File: src/design/csc_defines.svh
// Purpose: shared constants of the calibration statistics command block
// Assumes: included by bare name, after csc_pkg is compiled
// Notes:   offsets are byte addresses on the plain register port
`ifndef CSC_DEFINES_SVH
`define CSC_DEFINES_SVH
// ----------------------------------------
// register byte offsets
// ----------------------------------------
`define CSC_REG_CMD    8'h00
`define CSC_REG_PARAM  8'h04
`define CSC_REG_ROI_X  8'h08
`define CSC_REG_ROI_Y  8'h0c
`define CSC_REG_LIMIT  8'h10
`define CSC_REG_STATUS 8'h14
`define CSC_REG_RESULT 8'h18
// ----------------------------------------
// command codes, operation kinds, column selector and last bin index
// ----------------------------------------
`define CSC_CMD_START  16'h8b00
`define CSC_CMD_READ   16'h8b01
`define CSC_OP_CROSS   8'h00
`define CSC_OP_LUMA    8'h01
`define CSC_SEL_COLUMN 8'h01
`define CSC_BIN_LAST   8'h07
// ----------------------------------------
// field positions
// ----------------------------------------
`define CSC_F_KIND     7:0
`define CSC_F_BIN      15:8
`define CSC_F_SEL      23:16
`define CSC_F_THR      15:0
`define CSC_F_ANGLE    31:16
`define CSC_F_STATUS   7:0
`define CSC_F_BUSY     8
`define CSC_F_RUNNING  9
// ----------------------------------------
// parameter limits and reset values
// ----------------------------------------
`define CSC_THR_MIN    16'h0001
`define CSC_THR_MAX    16'h0064
`define CSC_ANG_MIN    16'h0001
`define CSC_ANG_MAX    16'h0007
`define CSC_RST_WORD   32'h0000_0000
`endif

File: src/design/csc_pkg.sv
// Purpose: types of the calibration statistics command block
// Assumes: nothing
// Notes:   constants live in csc_defines.svh
package csc_pkg;
	// one pixel of the streamed video output
	typedef struct packed {
		logic        valid; // pixel present this cycle
		logic        sof;   // first pixel of a frame
		logic        eof;   // last pixel of a frame
		logic [15:0] x;     // column
		logic [15:0] y;     // row
		logic [7:0]  luma;  // brightness
	} csc_pixel_t;
	// inclusive pixel span on one axis
	typedef struct packed {
		logic [15:0] hi;
		logic [15:0] lo;
	} csc_span_t;
	// engine sequencing
	typedef enum logic [1:0] {
		ST_IDLE   = 2'b00,
		ST_ARM    = 2'b01,
		ST_GATHER = 2'b10,
		ST_ZOOM   = 2'b11
	} csc_state_t;
	// command result codes
	typedef enum logic [7:0] {
		success_status        = 8'h00,
		no_result_error       = 8'h01,
		bad_index_error       = 8'h02,
		engine_occupied_error = 8'h03,
		bad_param_error       = 8'h04
	} csc_status_t;
endpackage

File: src/design/csc_axis_bins.sv
// Purpose: place a pixel position into one of eight near-equal bins of a span
// Assumes: span hi not below lo
// Notes:   purely combinational
`timescale 1ns/1ps
module csc_axis_bins (
	// span edges
	input  wire logic [15:0] i_lo,
	input  wire logic [15:0] i_hi,
	// position on this axis
	input  wire logic [15:0] i_pos,
	// bin answer
	output logic      [2:0]  o_bin,
	output logic             o_inside
);
	logic [16:0] ext;  // inclusive extent
	logic [15:0] rel;  // offset from span start
	logic [19:0] prod; // extent times boundary number

	// -------------------------------
	// boundary compare
	// -------------------------------
	// bin k starts at lo + floor(ext*k/8): slices are consecutive, no gaps
	always_comb begin
		ext = {1'b0, i_hi} - {1'b0, i_lo} + 17'h00001;
		rel = i_pos - i_lo;
		prod = 20'h00000;
		o_bin = 3'h0;
		for (int k = 1; k < 8; k++) begin
			prod = {3'h0, ext} * 20'(k);
			if ({1'b0, rel} >= prod[19:3]) begin
				o_bin = o_bin + 3'h1;
			end
		end
		o_inside = (i_pos >= i_lo) && (i_pos <= i_hi);
	end
endmodule

File: src/design/csc_engine.sv
// Purpose: start and read commands of a luma statistics engine on video
// Assumes: pixel stream and command port share I_MCLK
// Notes:   one frame per pass; cross search zooms once per frame
//
// Operation
// - start code 0x8b00 begins an operation
// - kind byte, then x/y start/end spans
// - minimum bin 1..smaller extent over 8
// - edge threshold percent 1..100
// - max angle degrees 1..7
// - refuse start while busy or stopped
// - cross search zooms on brightest bin
// - cross centre is never clamped
// - luma pass ignores minimum bin size
// - eight row bands, eight column bands
// - every pixel inside the window adds luma into 24 bits
// - sums held after completion for reads
// - read code 0x8b01 returns latest results
// - kind, bin index, selector 1 columns
// - no result when absent or stale
// - bad index beyond bin seven
// - occupied while running or stopped
// - cross read gives x low, y high
// - kind 0 cross, 1 luma
// - start returns before gathering ends
// - luma read gives 32-bit zero-extended sum
`timescale 1ns/1ps
`include "csc_defines.svh"
module csc_engine (
	// clock and reset
	input  wire logic                I_MCLK,
	input  wire logic                I_RESET,
	// register port
	input  wire logic [7:0]          I_ADDR,
	input  wire logic [31:0]         I_WDATA,
	input  wire logic                I_WR,
	input  wire logic                I_RD,
	output logic      [31:0]         O_RDATA,
	// video side
	input  wire csc_pkg::csc_pixel_t I_PIX,
	input  wire logic                I_VIDEO_RUNNING,
	// status
	output logic                     O_ENGINE_BUSY
);
	// ----------------------------------------
	// storage
	// ----------------------------------------
	logic [31:0]            param;      // kind, bin, selector
	csc_pkg::csc_span_t     roi_x;      // requested x span
	csc_pkg::csc_span_t     roi_y;      // requested y span
	logic [31:0]            limit;      // threshold and angle
	logic [15:0]            cmd_last;   // last command code
	csc_pkg::csc_status_t   status;     // last command result
	logic [31:0]            result;     // last read answer
	csc_pkg::csc_state_t    state;      // engine sequence
	logic [7:0]             run_op;     // kind being run
	csc_pkg::csc_span_t     win_x;      // current x window
	csc_pkg::csc_span_t     win_y;      // current y window
	logic [7:0]             min_bin;    // zoom stop size
	logic [7:0][23:0]       acc_row;    // row band sums
	logic [7:0][23:0]       acc_col;    // column band sums
	logic                   valid_luma; // luma sums readable
	logic                   valid_cross;// centre readable
	logic [15:0]            cx;         // recorded centre x
	logic [15:0]            cy;         // recorded centre y

	// ----------------------------------------
	// decoded signals
	// ----------------------------------------
	logic        busy;       // engine not idle
	logic        cmd_wr;     // write to command word
	logic        start_go;   // accepted start
	logic        params_ok;  // start parameters legal
	logic [2:0]  xbin;       // pixel column band
	logic [2:0]  ybin;       // pixel row band
	logic        xin;        // pixel inside x window
	logic        yin;        // pixel inside y window
	logic        take_pix;   // pixel counted this cycle
	logic        gather_end; // frame closes a pass
	logic        zoom_done;  // bins small enough
	logic [15:0] cen_x;      // centre of brightest column
	logic [15:0] cen_y;      // centre of brightest row
	logic [23:0] read_sum;   // selected bin sum
	logic [7:0]  kind;       // operation_kind field
	logic [7:0]  bin_idx;    // bin field

	// ----------------------------------------
	// helpers
	// ----------------------------------------
	// inclusive extent of a span
	function automatic logic [16:0] span_ext(input csc_pkg::csc_span_t s);
		span_ext = {1'b0, s.hi} - {1'b0, s.lo} + 17'h00001;
	endfunction

	// width of one of eight bins
	function automatic logic [15:0] bin_width(input csc_pkg::csc_span_t s);
		logic [16:0] e;
		e = span_ext(s);
		bin_width = {2'b00, e[16:3]};
	endfunction

	// index of the largest of eight sums, lowest wins ties
	function automatic logic [2:0] brightest(input logic [7:0][23:0] a);
		logic [23:0] best;
		best = a[0];
		brightest = 3'h0;
		for (int i = 1; i < 8; i++) begin
			if (a[i] > best) begin
				best = a[i];
				brightest = 3'(i);
			end
		end
	endfunction

	// pixel at the middle of bin idx of a span
	function automatic logic [15:0] bin_centre(input csc_pkg::csc_span_t s,
		input logic [2:0] idx);
		logic [19:0] off;
		logic [15:0] w;
		off = {3'h0, span_ext(s)} * {17'h00000, idx};
		w = bin_width(s);
		bin_centre = s.lo + off[18:3] + {1'b0, w[15:1]};
	endfunction

	// half-size window around c; only the pixel-zero edge is guarded
	function automatic csc_pkg::csc_span_t zoom_span(input csc_pkg::csc_span_t s,
		input logic [15:0] c);
		logic [16:0]        e;
		logic [15:0]        q;
		csc_pkg::csc_span_t r; // window being built
		e = span_ext(s);
		q = {1'b0, e[16:2]};
		r.lo = (c >= q) ? c - q : 16'h0000;
		r.hi = r.lo + e[16:1] - 16'h0001;
		zoom_span = r;
	endfunction

	// ----------------------------------------
	// pixel placement
	// ----------------------------------------
	csc_axis_bins u_xbins (
		.i_lo     (win_x.lo),
		.i_hi     (win_x.hi),
		.i_pos    (I_PIX.x),
		.o_bin    (xbin),
		.o_inside (xin)
	);

	csc_axis_bins u_ybins (
		.i_lo     (win_y.lo),
		.i_hi     (win_y.hi),
		.i_pos    (I_PIX.y),
		.o_bin    (ybin),
		.o_inside (yin)
	);

	// ----------------------------------------
	// command decode
	// ----------------------------------------
	// start checks; edge and angle are only range-checked, for a cross start
	always_comb begin
		logic [15:0] wx;
		logic [15:0] wy;
		logic [15:0] lim;
		logic        span_ok;
		logic        cross_ok;
		wx = bin_width(roi_x);
		wy = bin_width(roi_y);
		lim = (wx < wy) ? wx : wy;
		kind = param[`CSC_F_KIND];
		bin_idx = param[`CSC_F_BIN];
		busy = (state != csc_pkg::ST_IDLE);
		cmd_wr = I_WR && (I_ADDR == `CSC_REG_CMD);
		span_ok = (roi_x.hi >= roi_x.lo) && (roi_y.hi >= roi_y.lo);
		cross_ok = (bin_idx != 8'h00) && ({8'h00, bin_idx} <= lim) &&
			(limit[`CSC_F_THR] >= `CSC_THR_MIN) &&
			(limit[`CSC_F_THR] <= `CSC_THR_MAX) &&
			(limit[`CSC_F_ANGLE] >= `CSC_ANG_MIN) &&
			(limit[`CSC_F_ANGLE] <= `CSC_ANG_MAX);
		// luma pass takes any minimum bin value
		params_ok = span_ok && ((kind == `CSC_OP_LUMA) ||
			((kind == `CSC_OP_CROSS) && cross_ok));
		start_go = cmd_wr && (I_WDATA[15:0] == `CSC_CMD_START) &&
			!busy && I_VIDEO_RUNNING && params_ok;
		read_sum = (param[`CSC_F_SEL] == `CSC_SEL_COLUMN) ?
			acc_col[bin_idx[2:0]] : acc_row[bin_idx[2:0]];
	end

	// ----------------------------------------
	// engine datapath decode
	// ----------------------------------------
	always_comb begin
		take_pix = I_PIX.valid && xin && yin &&
			((state == csc_pkg::ST_GATHER) ||
			((state == csc_pkg::ST_ARM) && I_PIX.sof));
		gather_end = (state == csc_pkg::ST_GATHER) && I_PIX.eof && I_VIDEO_RUNNING;
		cen_x = bin_centre(win_x, brightest(acc_col));
		cen_y = bin_centre(win_y, brightest(acc_row));
		zoom_done = (bin_width(win_x) <= {8'h00, min_bin}) &&
			(bin_width(win_y) <= {8'h00, min_bin});
	end

	// ----------------------------------------
	// parameter registers
	// ----------------------------------------
	// the engine keeps its own copies, so these may change mid-run
	always_ff @(posedge I_MCLK) begin
		if (I_RESET) begin
			param <= `CSC_RST_WORD;
			roi_x <= `CSC_RST_WORD;
			roi_y <= `CSC_RST_WORD;
			limit <= `CSC_RST_WORD;
		end else if (I_WR) begin
			unique case (I_ADDR)
				`CSC_REG_PARAM: param <= I_WDATA;
				`CSC_REG_ROI_X: roi_x <= I_WDATA;
				`CSC_REG_ROI_Y: roi_y <= I_WDATA;
				`CSC_REG_LIMIT: limit <= I_WDATA;
				default: ; // other offsets hold nothing writable
			endcase
		end
	end

	// ----------------------------------------
	// command execution
	// ----------------------------------------
	// every command finishes in the cycle it is written
	always_ff @(posedge I_MCLK) begin
		if (I_RESET) begin
			cmd_last <= 16'h0000;
			status <= csc_pkg::success_status;
			result <= `CSC_RST_WORD;
		end else if (cmd_wr) begin
			cmd_last <= I_WDATA[15:0];
			if (I_WDATA[15:0] == `CSC_CMD_START) begin
				// start only arms the engine and returns
				if (busy || !I_VIDEO_RUNNING) begin
					status <= csc_pkg::engine_occupied_error;
				end else if (!params_ok) begin
					status <= csc_pkg::bad_param_error;
				end else begin
					status <= csc_pkg::success_status;
				end
			end else if (I_WDATA[15:0] == `CSC_CMD_READ) begin
				if (busy || !I_VIDEO_RUNNING) begin
					status <= csc_pkg::engine_occupied_error;
				end else if (kind == `CSC_OP_CROSS && valid_cross) begin
					status <= csc_pkg::success_status;
					result <= {cy, cx};
				end else if (kind != `CSC_OP_LUMA || !valid_luma) begin
					status <= csc_pkg::no_result_error;
				end else if (bin_idx > `CSC_BIN_LAST) begin
					status <= csc_pkg::bad_index_error;
				end else begin
					status <= csc_pkg::success_status;
					result <= {8'h00, read_sum};
				end
			end else begin
				// unknown code
				status <= csc_pkg::bad_param_error;
			end
		end
	end

	// ----------------------------------------
	// engine sequence
	// ----------------------------------------
	// losing video aborts the pass; its results stay invalid
	always_ff @(posedge I_MCLK) begin
		if (I_RESET) begin
			state <= csc_pkg::ST_IDLE;
			run_op <= `CSC_OP_CROSS;
			win_x <= `CSC_RST_WORD;
			win_y <= `CSC_RST_WORD;
			min_bin <= 8'h00;
		end else if (start_go) begin
			state <= csc_pkg::ST_ARM;
			run_op <= kind;
			win_x <= roi_x;
			win_y <= roi_y;
			min_bin <= bin_idx;
		end else if (busy && !I_VIDEO_RUNNING) begin
			state <= csc_pkg::ST_IDLE;
		end else begin
			unique case (state)
				csc_pkg::ST_IDLE: ;
				csc_pkg::ST_ARM: begin
					// wait for a whole frame
					if (I_PIX.sof) begin
						state <= csc_pkg::ST_GATHER;
					end
				end
				csc_pkg::ST_GATHER: begin
					// a luma pass is a single frame
					if (I_PIX.eof) begin
						state <= (run_op == `CSC_OP_LUMA) ?
							csc_pkg::ST_IDLE : csc_pkg::ST_ZOOM;
					end
				end
				csc_pkg::ST_ZOOM: begin
					if (zoom_done) begin
						state <= csc_pkg::ST_IDLE;
					end else begin
						// recentre on the brightest bins, half size
						win_x <= zoom_span(win_x, cen_x);
						win_y <= zoom_span(win_y, cen_y);
						state <= csc_pkg::ST_ARM;
					end
				end
			endcase
		end
	end

	// ----------------------------------------
	// accumulators
	// ----------------------------------------
	// 24 bits hold a full 720x480 band of peak luma without wrap
	always_ff @(posedge I_MCLK) begin
		if (I_RESET) begin
			acc_row <= '0;
			acc_col <= '0;
		end else if (start_go || state == csc_pkg::ST_ZOOM) begin
			acc_row <= '0;
			acc_col <= '0;
		end else if (take_pix) begin
			acc_row[ybin] <= acc_row[ybin] + {16'h0000, I_PIX.luma};
			acc_col[xbin] <= acc_col[xbin] + {16'h0000, I_PIX.luma};
		end
	end

	// ----------------------------------------
	// results
	// ----------------------------------------
	// a start drops both result sets; setting can never meet that clear
	always_ff @(posedge I_MCLK) begin
		if (I_RESET) begin
			valid_luma <= 1'b0;
			valid_cross <= 1'b0;
			cx <= 16'h0000;
			cy <= 16'h0000;
		end else if (start_go) begin
			valid_luma <= 1'b0;
			valid_cross <= 1'b0;
		end else if (gather_end && run_op == `CSC_OP_LUMA) begin
			valid_luma <= 1'b1;
		end else if (state == csc_pkg::ST_ZOOM && zoom_done && I_VIDEO_RUNNING) begin
			valid_cross <= 1'b1;
			cx <= cen_x;
			cy <= cen_y;
		end
	end

	// ----------------------------------------
	// register read port
	// ----------------------------------------
	// data stands only in the cycle after the strobe
	always_ff @(posedge I_MCLK) begin
		if (I_RESET || !I_RD) begin
			O_RDATA <= `CSC_RST_WORD;
		end else begin
			unique case (I_ADDR)
				`CSC_REG_CMD:    O_RDATA <= {16'h0000, cmd_last};
				`CSC_REG_PARAM:  O_RDATA <= param;
				`CSC_REG_ROI_X:  O_RDATA <= roi_x;
				`CSC_REG_ROI_Y:  O_RDATA <= roi_y;
				`CSC_REG_LIMIT:  O_RDATA <= limit;
				`CSC_REG_STATUS: O_RDATA <= {22'h000000, I_VIDEO_RUNNING, busy, status};
				`CSC_REG_RESULT: O_RDATA <= result;
				default:         O_RDATA <= `CSC_RST_WORD;
			endcase
		end
	end

	assign O_ENGINE_BUSY = busy;
endmodule

File: config.mk
export PLATFORM = sky130hd
export DESIGN_NAME = csc_engine
export DESIGN_NICKNAME = d
export VERILOG_FILES = /design/src/design/csc_pkg.sv /design/src/design/csc_axis_bins.sv /design/src/design/csc_engine.sv
export VERILOG_INCLUDE_DIRS = /design/src /design/src/design
export SDC_FILE = /design/constraint.sdc
export NUM_CORES = 2
export LEC_CHECK = 0
export BUFFER_PORTS_ARGS = -buffer_cell sky130_fd_sc_hd__buf_2
export CAP_MARGIN = 0
export CORE_MARGIN = 3
export CORE_UTILIZATION = 34
export DETAILED_ROUTE_END_ITERATION = 6
export PLACE_DENSITY = 0.5
export REMOVE_ABC_BUFFERS = 1
export SETUP_SLACK_MARGIN = 0.1
export SLEW_MARGIN = 30
export SYNTH_ARGS = -nofsm -noshare
export SYNTH_HDL_FRONTEND = slang
export SYNTH_HIERARCHICAL = 1
export SYNTH_SLANG_ARGS = --single-unit
File: constraint.sdc
create_clock -name I_MCLK -period 43.3 [get_ports I_MCLK]
set_clock_uncertainty 0.2 [all_clocks]
set_input_delay 4.33 -clock I_MCLK [delete_from_list [all_inputs] [get_ports I_MCLK]]
set_output_delay 4.33 -clock I_MCLK [all_outputs]
set_load 0.01 [all_outputs]
# Yosys cells after proc, flatten, opt, wreduce, memory -nomap -nowiden
# Index checks and enable logic that the tools add are counted.
[totals] reg_bits=716 wordCells=303 out_inout_bits=33 in_bits=88
[classes] bitwise_logic=4 magnitude_cmp=50 n_reduce_logical=59 n_eq_ne=23 muxes=85 add_sub_neg=34 n_mul=10
[op_table] cell="two-way mux 24 bit" n=19
[op_table] cell="bitwise mux 192 bit" n=2
[op_table] cell="two-way mux 32 bit" n=11
[op_table] cell="greater-than comparator 24 bit" n=14
[op_table] cell="binary-select mux 24 bit (select 3 bit)" n=4
[op_table] cell="one-hot mux 32 bit (7 select lines)" n=1
[op_table] cell="demux 24 bit (select 3 bit)" n=2
[op_table] cell="greater-or-equal comparator 16 bit" n=8
[op_table] cell="greater-or-equal comparator 16 x 17 -> 1 bit" n=6
[op_table] cell="multiplier 17 x 3 -> 20 bit, second input constant" n=4
[op_table] cell="two-way mux 3 bit" n=26
[op_table] cell="multiplier 17 x 2 -> 19 bit, second input constant" n=4
[op_table] cell="adder 17 x 1 -> 17 bit, second input constant" n=4
[op_table] cell="subtractor 16 x 16 -> 17 bit" n=4
[op_table] cell="adder 16 bit" n=4
[op_table] cell="greater-or-equal comparator 16 x 15 -> 1 bit" n=4
[op_table] cell="adder 24 x 8 -> 24 bit" n=2
[op_table] cell="multiplier 17 x 3 -> 19 bit" n=2
[op_table] cell="adder 16 x 13 -> 16 bit" n=2
[op_table] cell="== test 16 bit, second input constant" n=2
[op_table] cell="greater-or-equal comparator 16 x 1 -> 1 bit, second input constant" n=2
[op_table] cell="greater-or-equal comparator 16 x 14 -> 1 bit" n=2
[op_table] cell="less-or-equal comparator 16 bit" n=2
[op_table] cell="two-way mux 16 bit" n=2
[op_table] cell="other kinds (41)" n=132

# Longest topological paths before layout
[depth] depth_word=25 mapped_depth=153

# Hierarchy
# The synthesis kept the hierarchy.
[modules_own_cells] module="csc_engine" area_each_um2=55461.9 seq_area_each_um2=14233.7 n_inst=1 cells_per_inst=6868
[modules_own_cells] module="csc_axis_bins at u_ybins" area_each_um2=7792.5 seq_area_each_um2=0.0 n_inst=1 cells_per_inst=1003
[modules_own_cells] module="csc_axis_bins at u_xbins" area_each_um2=7688.6 seq_area_each_um2=0.0 n_inst=1 cells_per_inst=976

# Worst setup path before layout
# OpenSTA, ideal clock, no wires.
[synth_path] path_type="register -> register" from="register acc_col[13] in the netlist's numbering" to="register win_x[31] in the netlist's numbering" setup_slack_ns=17.980 t_required_ns=42.967 path_stages_with_launch=145 n_path_buf=11 setup_ns=0.133 arrival_ns=24.988 cell_sequence="dfxtp_1 inv_1 ha_1 a21oi_1 or2_1 a311oi_1 or3_1 o21ai_1 clkbuf_1 mux2i_1 ha_1 a2111oi_0 o21ai_1 a221oi_2 o21a_1 o31ai_1 a31oi_1 a31o_2 [109 not listed] fa_1 nor2b_1 o21ai_0 a21boi_0 o21ai_0 a21boi_0 o21ai_0 a21boi_0 o21ai_0 a21oi_1 o21ai_0 nand2b_1 a21o_1 a21oi_1 xor2_1 xnor3_1 mux2i_1 a21oi_1"
[synth_via] elab_chain_cells=25
[synth_lines] element="start: declaration" line_no="csc_engine.sv:61" text="logic [7:0][23:0] acc_col;"
[synth_lines] element="start signal: indexed assignment" line_no="csc_engine.sv:327" text="acc_col[xbin] <= acc_col[xbin] + {16'h0000, I_PIX.luma};"
[synth_lines] element="greater-than comparator 24 bit" line_no="csc_engine.sv:108" text="if (a[i] > best) begin"
[synth_lines] element="two-way mux 24 bit" line_no="csc_engine.sv:108"
[synth_lines] element="greater-than comparator 24 bit" line_no="csc_engine.sv:108"
[synth_lines] element="two-way mux 24 bit" line_no="csc_engine.sv:108"
[synth_lines] element="greater-than comparator 24 bit" line_no="csc_engine.sv:108"
[synth_lines] element="two-way mux 24 bit" line_no="csc_engine.sv:108"
[synth_lines] element="greater-than comparator 24 bit" line_no="csc_engine.sv:108"
[synth_lines] element="two-way mux 24 bit" line_no="csc_engine.sv:108"
[synth_lines] element="[9 not listed]"
[synth_lines] element="net cen_x[14]" line_no="csc_engine.sv:81" text="logic [15:0] cen_x;"
[synth_lines] element="subtractor 16 x 15 -> 16 bit / greater-or-equal comparator 16 x 15 -> 1 bit (equally long branches)" line_no="csc_engine.sv:133" text="r.lo = (c >= q) ? c - q : 16'h0000;"
[synth_lines] element="two-way mux 16 bit (*)" line_no="csc_engine.sv:133"
[synth_lines] element="adder 16 bit (*)" line_no="csc_engine.sv:134" text="r.hi = r.lo + e[16:1] - 16'h0001;"
[synth_lines] element="subtractor 16 x 1 -> 16 bit (*)" line_no="csc_engine.sv:134"
[synth_lines] element="two-way mux 32 bit (*)" line_no="csc_engine.sv:301" text="if (zoom_done) begin"
[synth_lines] element="two-way mux 32 bit (*)" line_no="csc_engine.sv:285" text="unique case (state)"
[synth_lines] element="two-way mux 32 bit (*)" line_no="csc_engine.sv:282" text="end else if (busy && !I_VIDEO_RUNNING) begin"
[synth_lines] element="two-way mux 32 bit (*)" line_no="csc_engine.sv:276" text="end else if (start_go) begin"
[synth_lines] element="end signal: assignment" line_no="csc_engine.sv:273" text="win_x <= `CSC_RST_WORD;"
[synth_lines] element="end signal: assignment" line_no="csc_engine.sv:279" text="win_x <= roi_x;"
[synth_lines] element="end signal: assignment" line_no="csc_engine.sv:305" text="win_x <= zoom_span(win_x, cen_x);"
[synth_lines] element="end: declaration" line_no="csc_engine.sv:57" text="csc_pkg::csc_span_t win_x;"
# The timed path passes the listed nets; every way through them passes the cells marked *. The select of a mux whose other input is x is not followed.
# A chain may end at the register's enable or synchronous reset.

# Worst setup path after layout
[layout_path] from="register acc_col[9] in the netlist's numbering" to="register win_x[31] in the netlist's numbering"
# The elaborated chain is that of the path after synthesis.

==> flow_summary.toml <==
[outcome]
status = "complete, no violations"

[critical_path]
cp_slowest_cell = "a21o_2"
required_ps = 43660
slowest_delay_ps = 730
rr_worst_depth = 139
start_kind = "flop"
worst-setup-path-type = "flop to flop"
path_common_cell = "a21oi_1"
crit_fanout = 47
r2r-end = "win_x[31]"
startpoint = "acc_col[9]"
worst_ep_arrival_time_ps = 30060
r2r-start = "acc_col[9]"
endpoint_kind = "flop"
rrSetupSlack_ps = 13600

[timing]
max_freq_mhz = 33.7
hold_violations = 0
grt_setup_unrepaired = "no"
worst_pin_slew_ps = 1060
timing.final.ws_setup_ps = 13600
final.setup.tns_ps = 0
timing.final.max_slew_violations = 0
period_minus_slack_ps = 29700
period_share = 0.686
finalSetupViolCount = 0
relSlewSlack = 0.283

[routing]
via_count = 66100
ant_nets = 0
firstDrtPassIters = 7
drt_iter0_drc = 5778
drc = 0
drt_wl_total_um = 279000
wl_per_cell_um = 23.9
viasPerCell = 5.67

[cells_and_area]
nNetsFinal = 10100
syn2layout_area_growth_pct = 9.89
drive_above_1_share = 0.0892
fin_cells = 11700
design_area_um2 = 78000
multiInputGateArea_um2 = 52400
layout_commonest_cell = "ha_1"
final_cell_mix = "ha_1, nand2_1, a21oi_1"
ff_latch_area_um2 = 14200
fillers = 21500

[grt]
grt_max_degree = 215
antenna_found_initial = 22
grt_use_total = 0.250
grt_pass1_wl_um = 415000
grt_pass1_vias = 63200
grt_overflow = 0

[clock_tree]
postCtsSetupBuffers = 0
cts.sinks = 711
cts_max_level = 3
cts_tree = "built"
hold_buffers = 0
clockBufferDepth = 3
root_buffer = "clkbuf_16"
worstSkewPairLatency_ps = 730
clk_pin_slew_ps = 70
cts-resized-gates = 0
cts_made_buffers = 86

[placed_design]
io_buffers = 120
dpl.cell_count = 11500
dpl.hpwl_um = 219000
place.gp.congestion = 0.967
dp_slack_ps = 13820
placed_cell_area_um2 = 74800

[die]
num_io_pins = 121
die_y_um = 463
coreArea_um2 = 207000
rows = 167
initial_core_util = 0.342
die-area_um2 = 214000
die_width_um = 463

[logic_synthesis]
yosysSeqAreaShare = 0.201
ys.flop_type = "dfxtp_1"
yosysUniqueCellTypes = 130
synth.avg_cell_area_um2 = 8.02
ys_warn_count = 6
synth-async-reset-ratio = 0
syn_inst = 8847
ys_ff_latch = 711
synth_edf_count = 0
synth.cell_area_um2 = 70900

[pwr]
peakVddDrop_mv = 0.0616
p_per_area_nw_per_um2 = 33.6
leakage_nw = 32.3
power_mw = 2.62

[hold_path]
worstHoldPathCells = 2
min_path_type = "flop to flop"
min_from = "cmd_last[14]"
min_to = "cmd_last[14]"

[flow_run]
max_cap_viol_count = 0
worst max path at each step:
| stage | slack, ps | end | cells after the start |
|---|---|---|---|
| final | 13600 | win_x[31] | 139 |
| after global routing | 10830 | win_x[31] | 140 |
| after CTS | 13670 | win_x[31] | 139 |
| after detailed placement | 13820 | win_x[31] | 139 |
| after global placement | 14170 | win_x[31] | 141 |
| after floorplan | 13460 | win_y[31] | 119 |
where the power goes:
group,internal [mW],leakage (nW),switching [mW]
logic,0.340,25.1,0.828
registers,0.654,5.73,0.000302
clock network,0.462,1.49,0.338
cells by family (layout without fill, tap and decap cells):
logic type / after synthesis / after routing / share of synthesized area
buffers and inverters: 1217 / 1233 / 0.0650
AO/OA/AOI/OAI: 2426 / 2426 / 0.222
AND/OR/NAND/NOR: 2550 / 2550 / 0.164
other: 0 / 9 / 0
XOR/XNOR: 351 / 351 / 0.0467
multiplexers: 385 / 385 / 0.0779
adder cells (fa/ha/maj): 1207 / 1207 / 0.223
flip-flops: 711 / 711 / 0.201
per-layer routing:
layer / share of wire / global-route usage
met1: 0.44 / 0.332
met2: 0.46 / 0.414
met3: 0.062 / 0.0297
met4: 0.044 / 0.0967
met5: 0.00021 / 0
sequential cells by signal, summed over array words and instances (netlist names), 16 cells and up:
register	flops
cmd_last	16
acc_col	192
result	32
acc_row	192
roi_x	32
cx	16
param	32
O_RDATA	32
limit	32
roi_y	32
win_x	32
win_y	32
cy	16
synthesized netlist by cell type (27+ instances only):
master,number,area share
ha_1,1067,0.19
nand2_1,939,0.050
a21oi_1,835,0.059
inv_1,814,0.043
nor2_1,779,0.041
dfxtp_1,711,0.20
a211oi_1,337,0.036
clkbuf_1,330,0.017
o21ai_0,287,0.020
xnor2_1,217,0.027
a21o_1,200,0.021
mux2i_1,170,0.024
o22ai_1,129,0.011
mux4_2,123,0.039
nand3_1,115,0.0081
xor2_1,115,0.014
nand4_1,111,0.0098
o21a_1,111,0.012
fa_1,110,0.031
nor3_1,102,0.0072
nand2b_1,93,0.0082
a22oi_1,91,0.0096
mux2_2,89,0.014
nor2b_1,88,0.0078
o21bai_1,73,0.0077
and2_1,64,0.0056
buf_1,41,0.0022
a31oi_1,39,0.0034
or2_2,35,0.0031
nor4_1,34,0.0030
a222oi_1,31,0.0044
and3_1,30,0.0026
or3_1,30,0.0026
or4_1,30,0.0032
maj3_1,28,0.0040
o211ai_1,27,0.0029
final cells by class:
type | instances | area share
tap | 2788 | 0.0447
antenna | 9 | 0.000289
inverter | 830 | 0.0401
clock inverter | 43 | 0.00798
sequential | 711 | 0.183
multi-input combinational | 6919 | 0.672
clock buffer | 115 | 0.0314
timing repair buffer | 245 | 0.0206
critical path: cells and delay by family, from the launching register on:
family	cells	cell delay, ps
adders and majority gates	15	4790
and+or+nand+nor	28	5340
AOI/OAI and AO/OA	74	14040
xor gates and xnor gates	3	480
muxes	5	1340
DFF	1	420
buffers and inverters	14	2810
through the flow:
stage / hold WS [ps] / utilization
final: 256 / 0.376
after global routing: 270 / 0.376
after floorplan: 220 / -
after detailed placement: 239 / 0.361
after CTS: 253 / 0.376
after global placement: 233 / 0.361
Note: power is estimated with default switching activity, not from simulation.
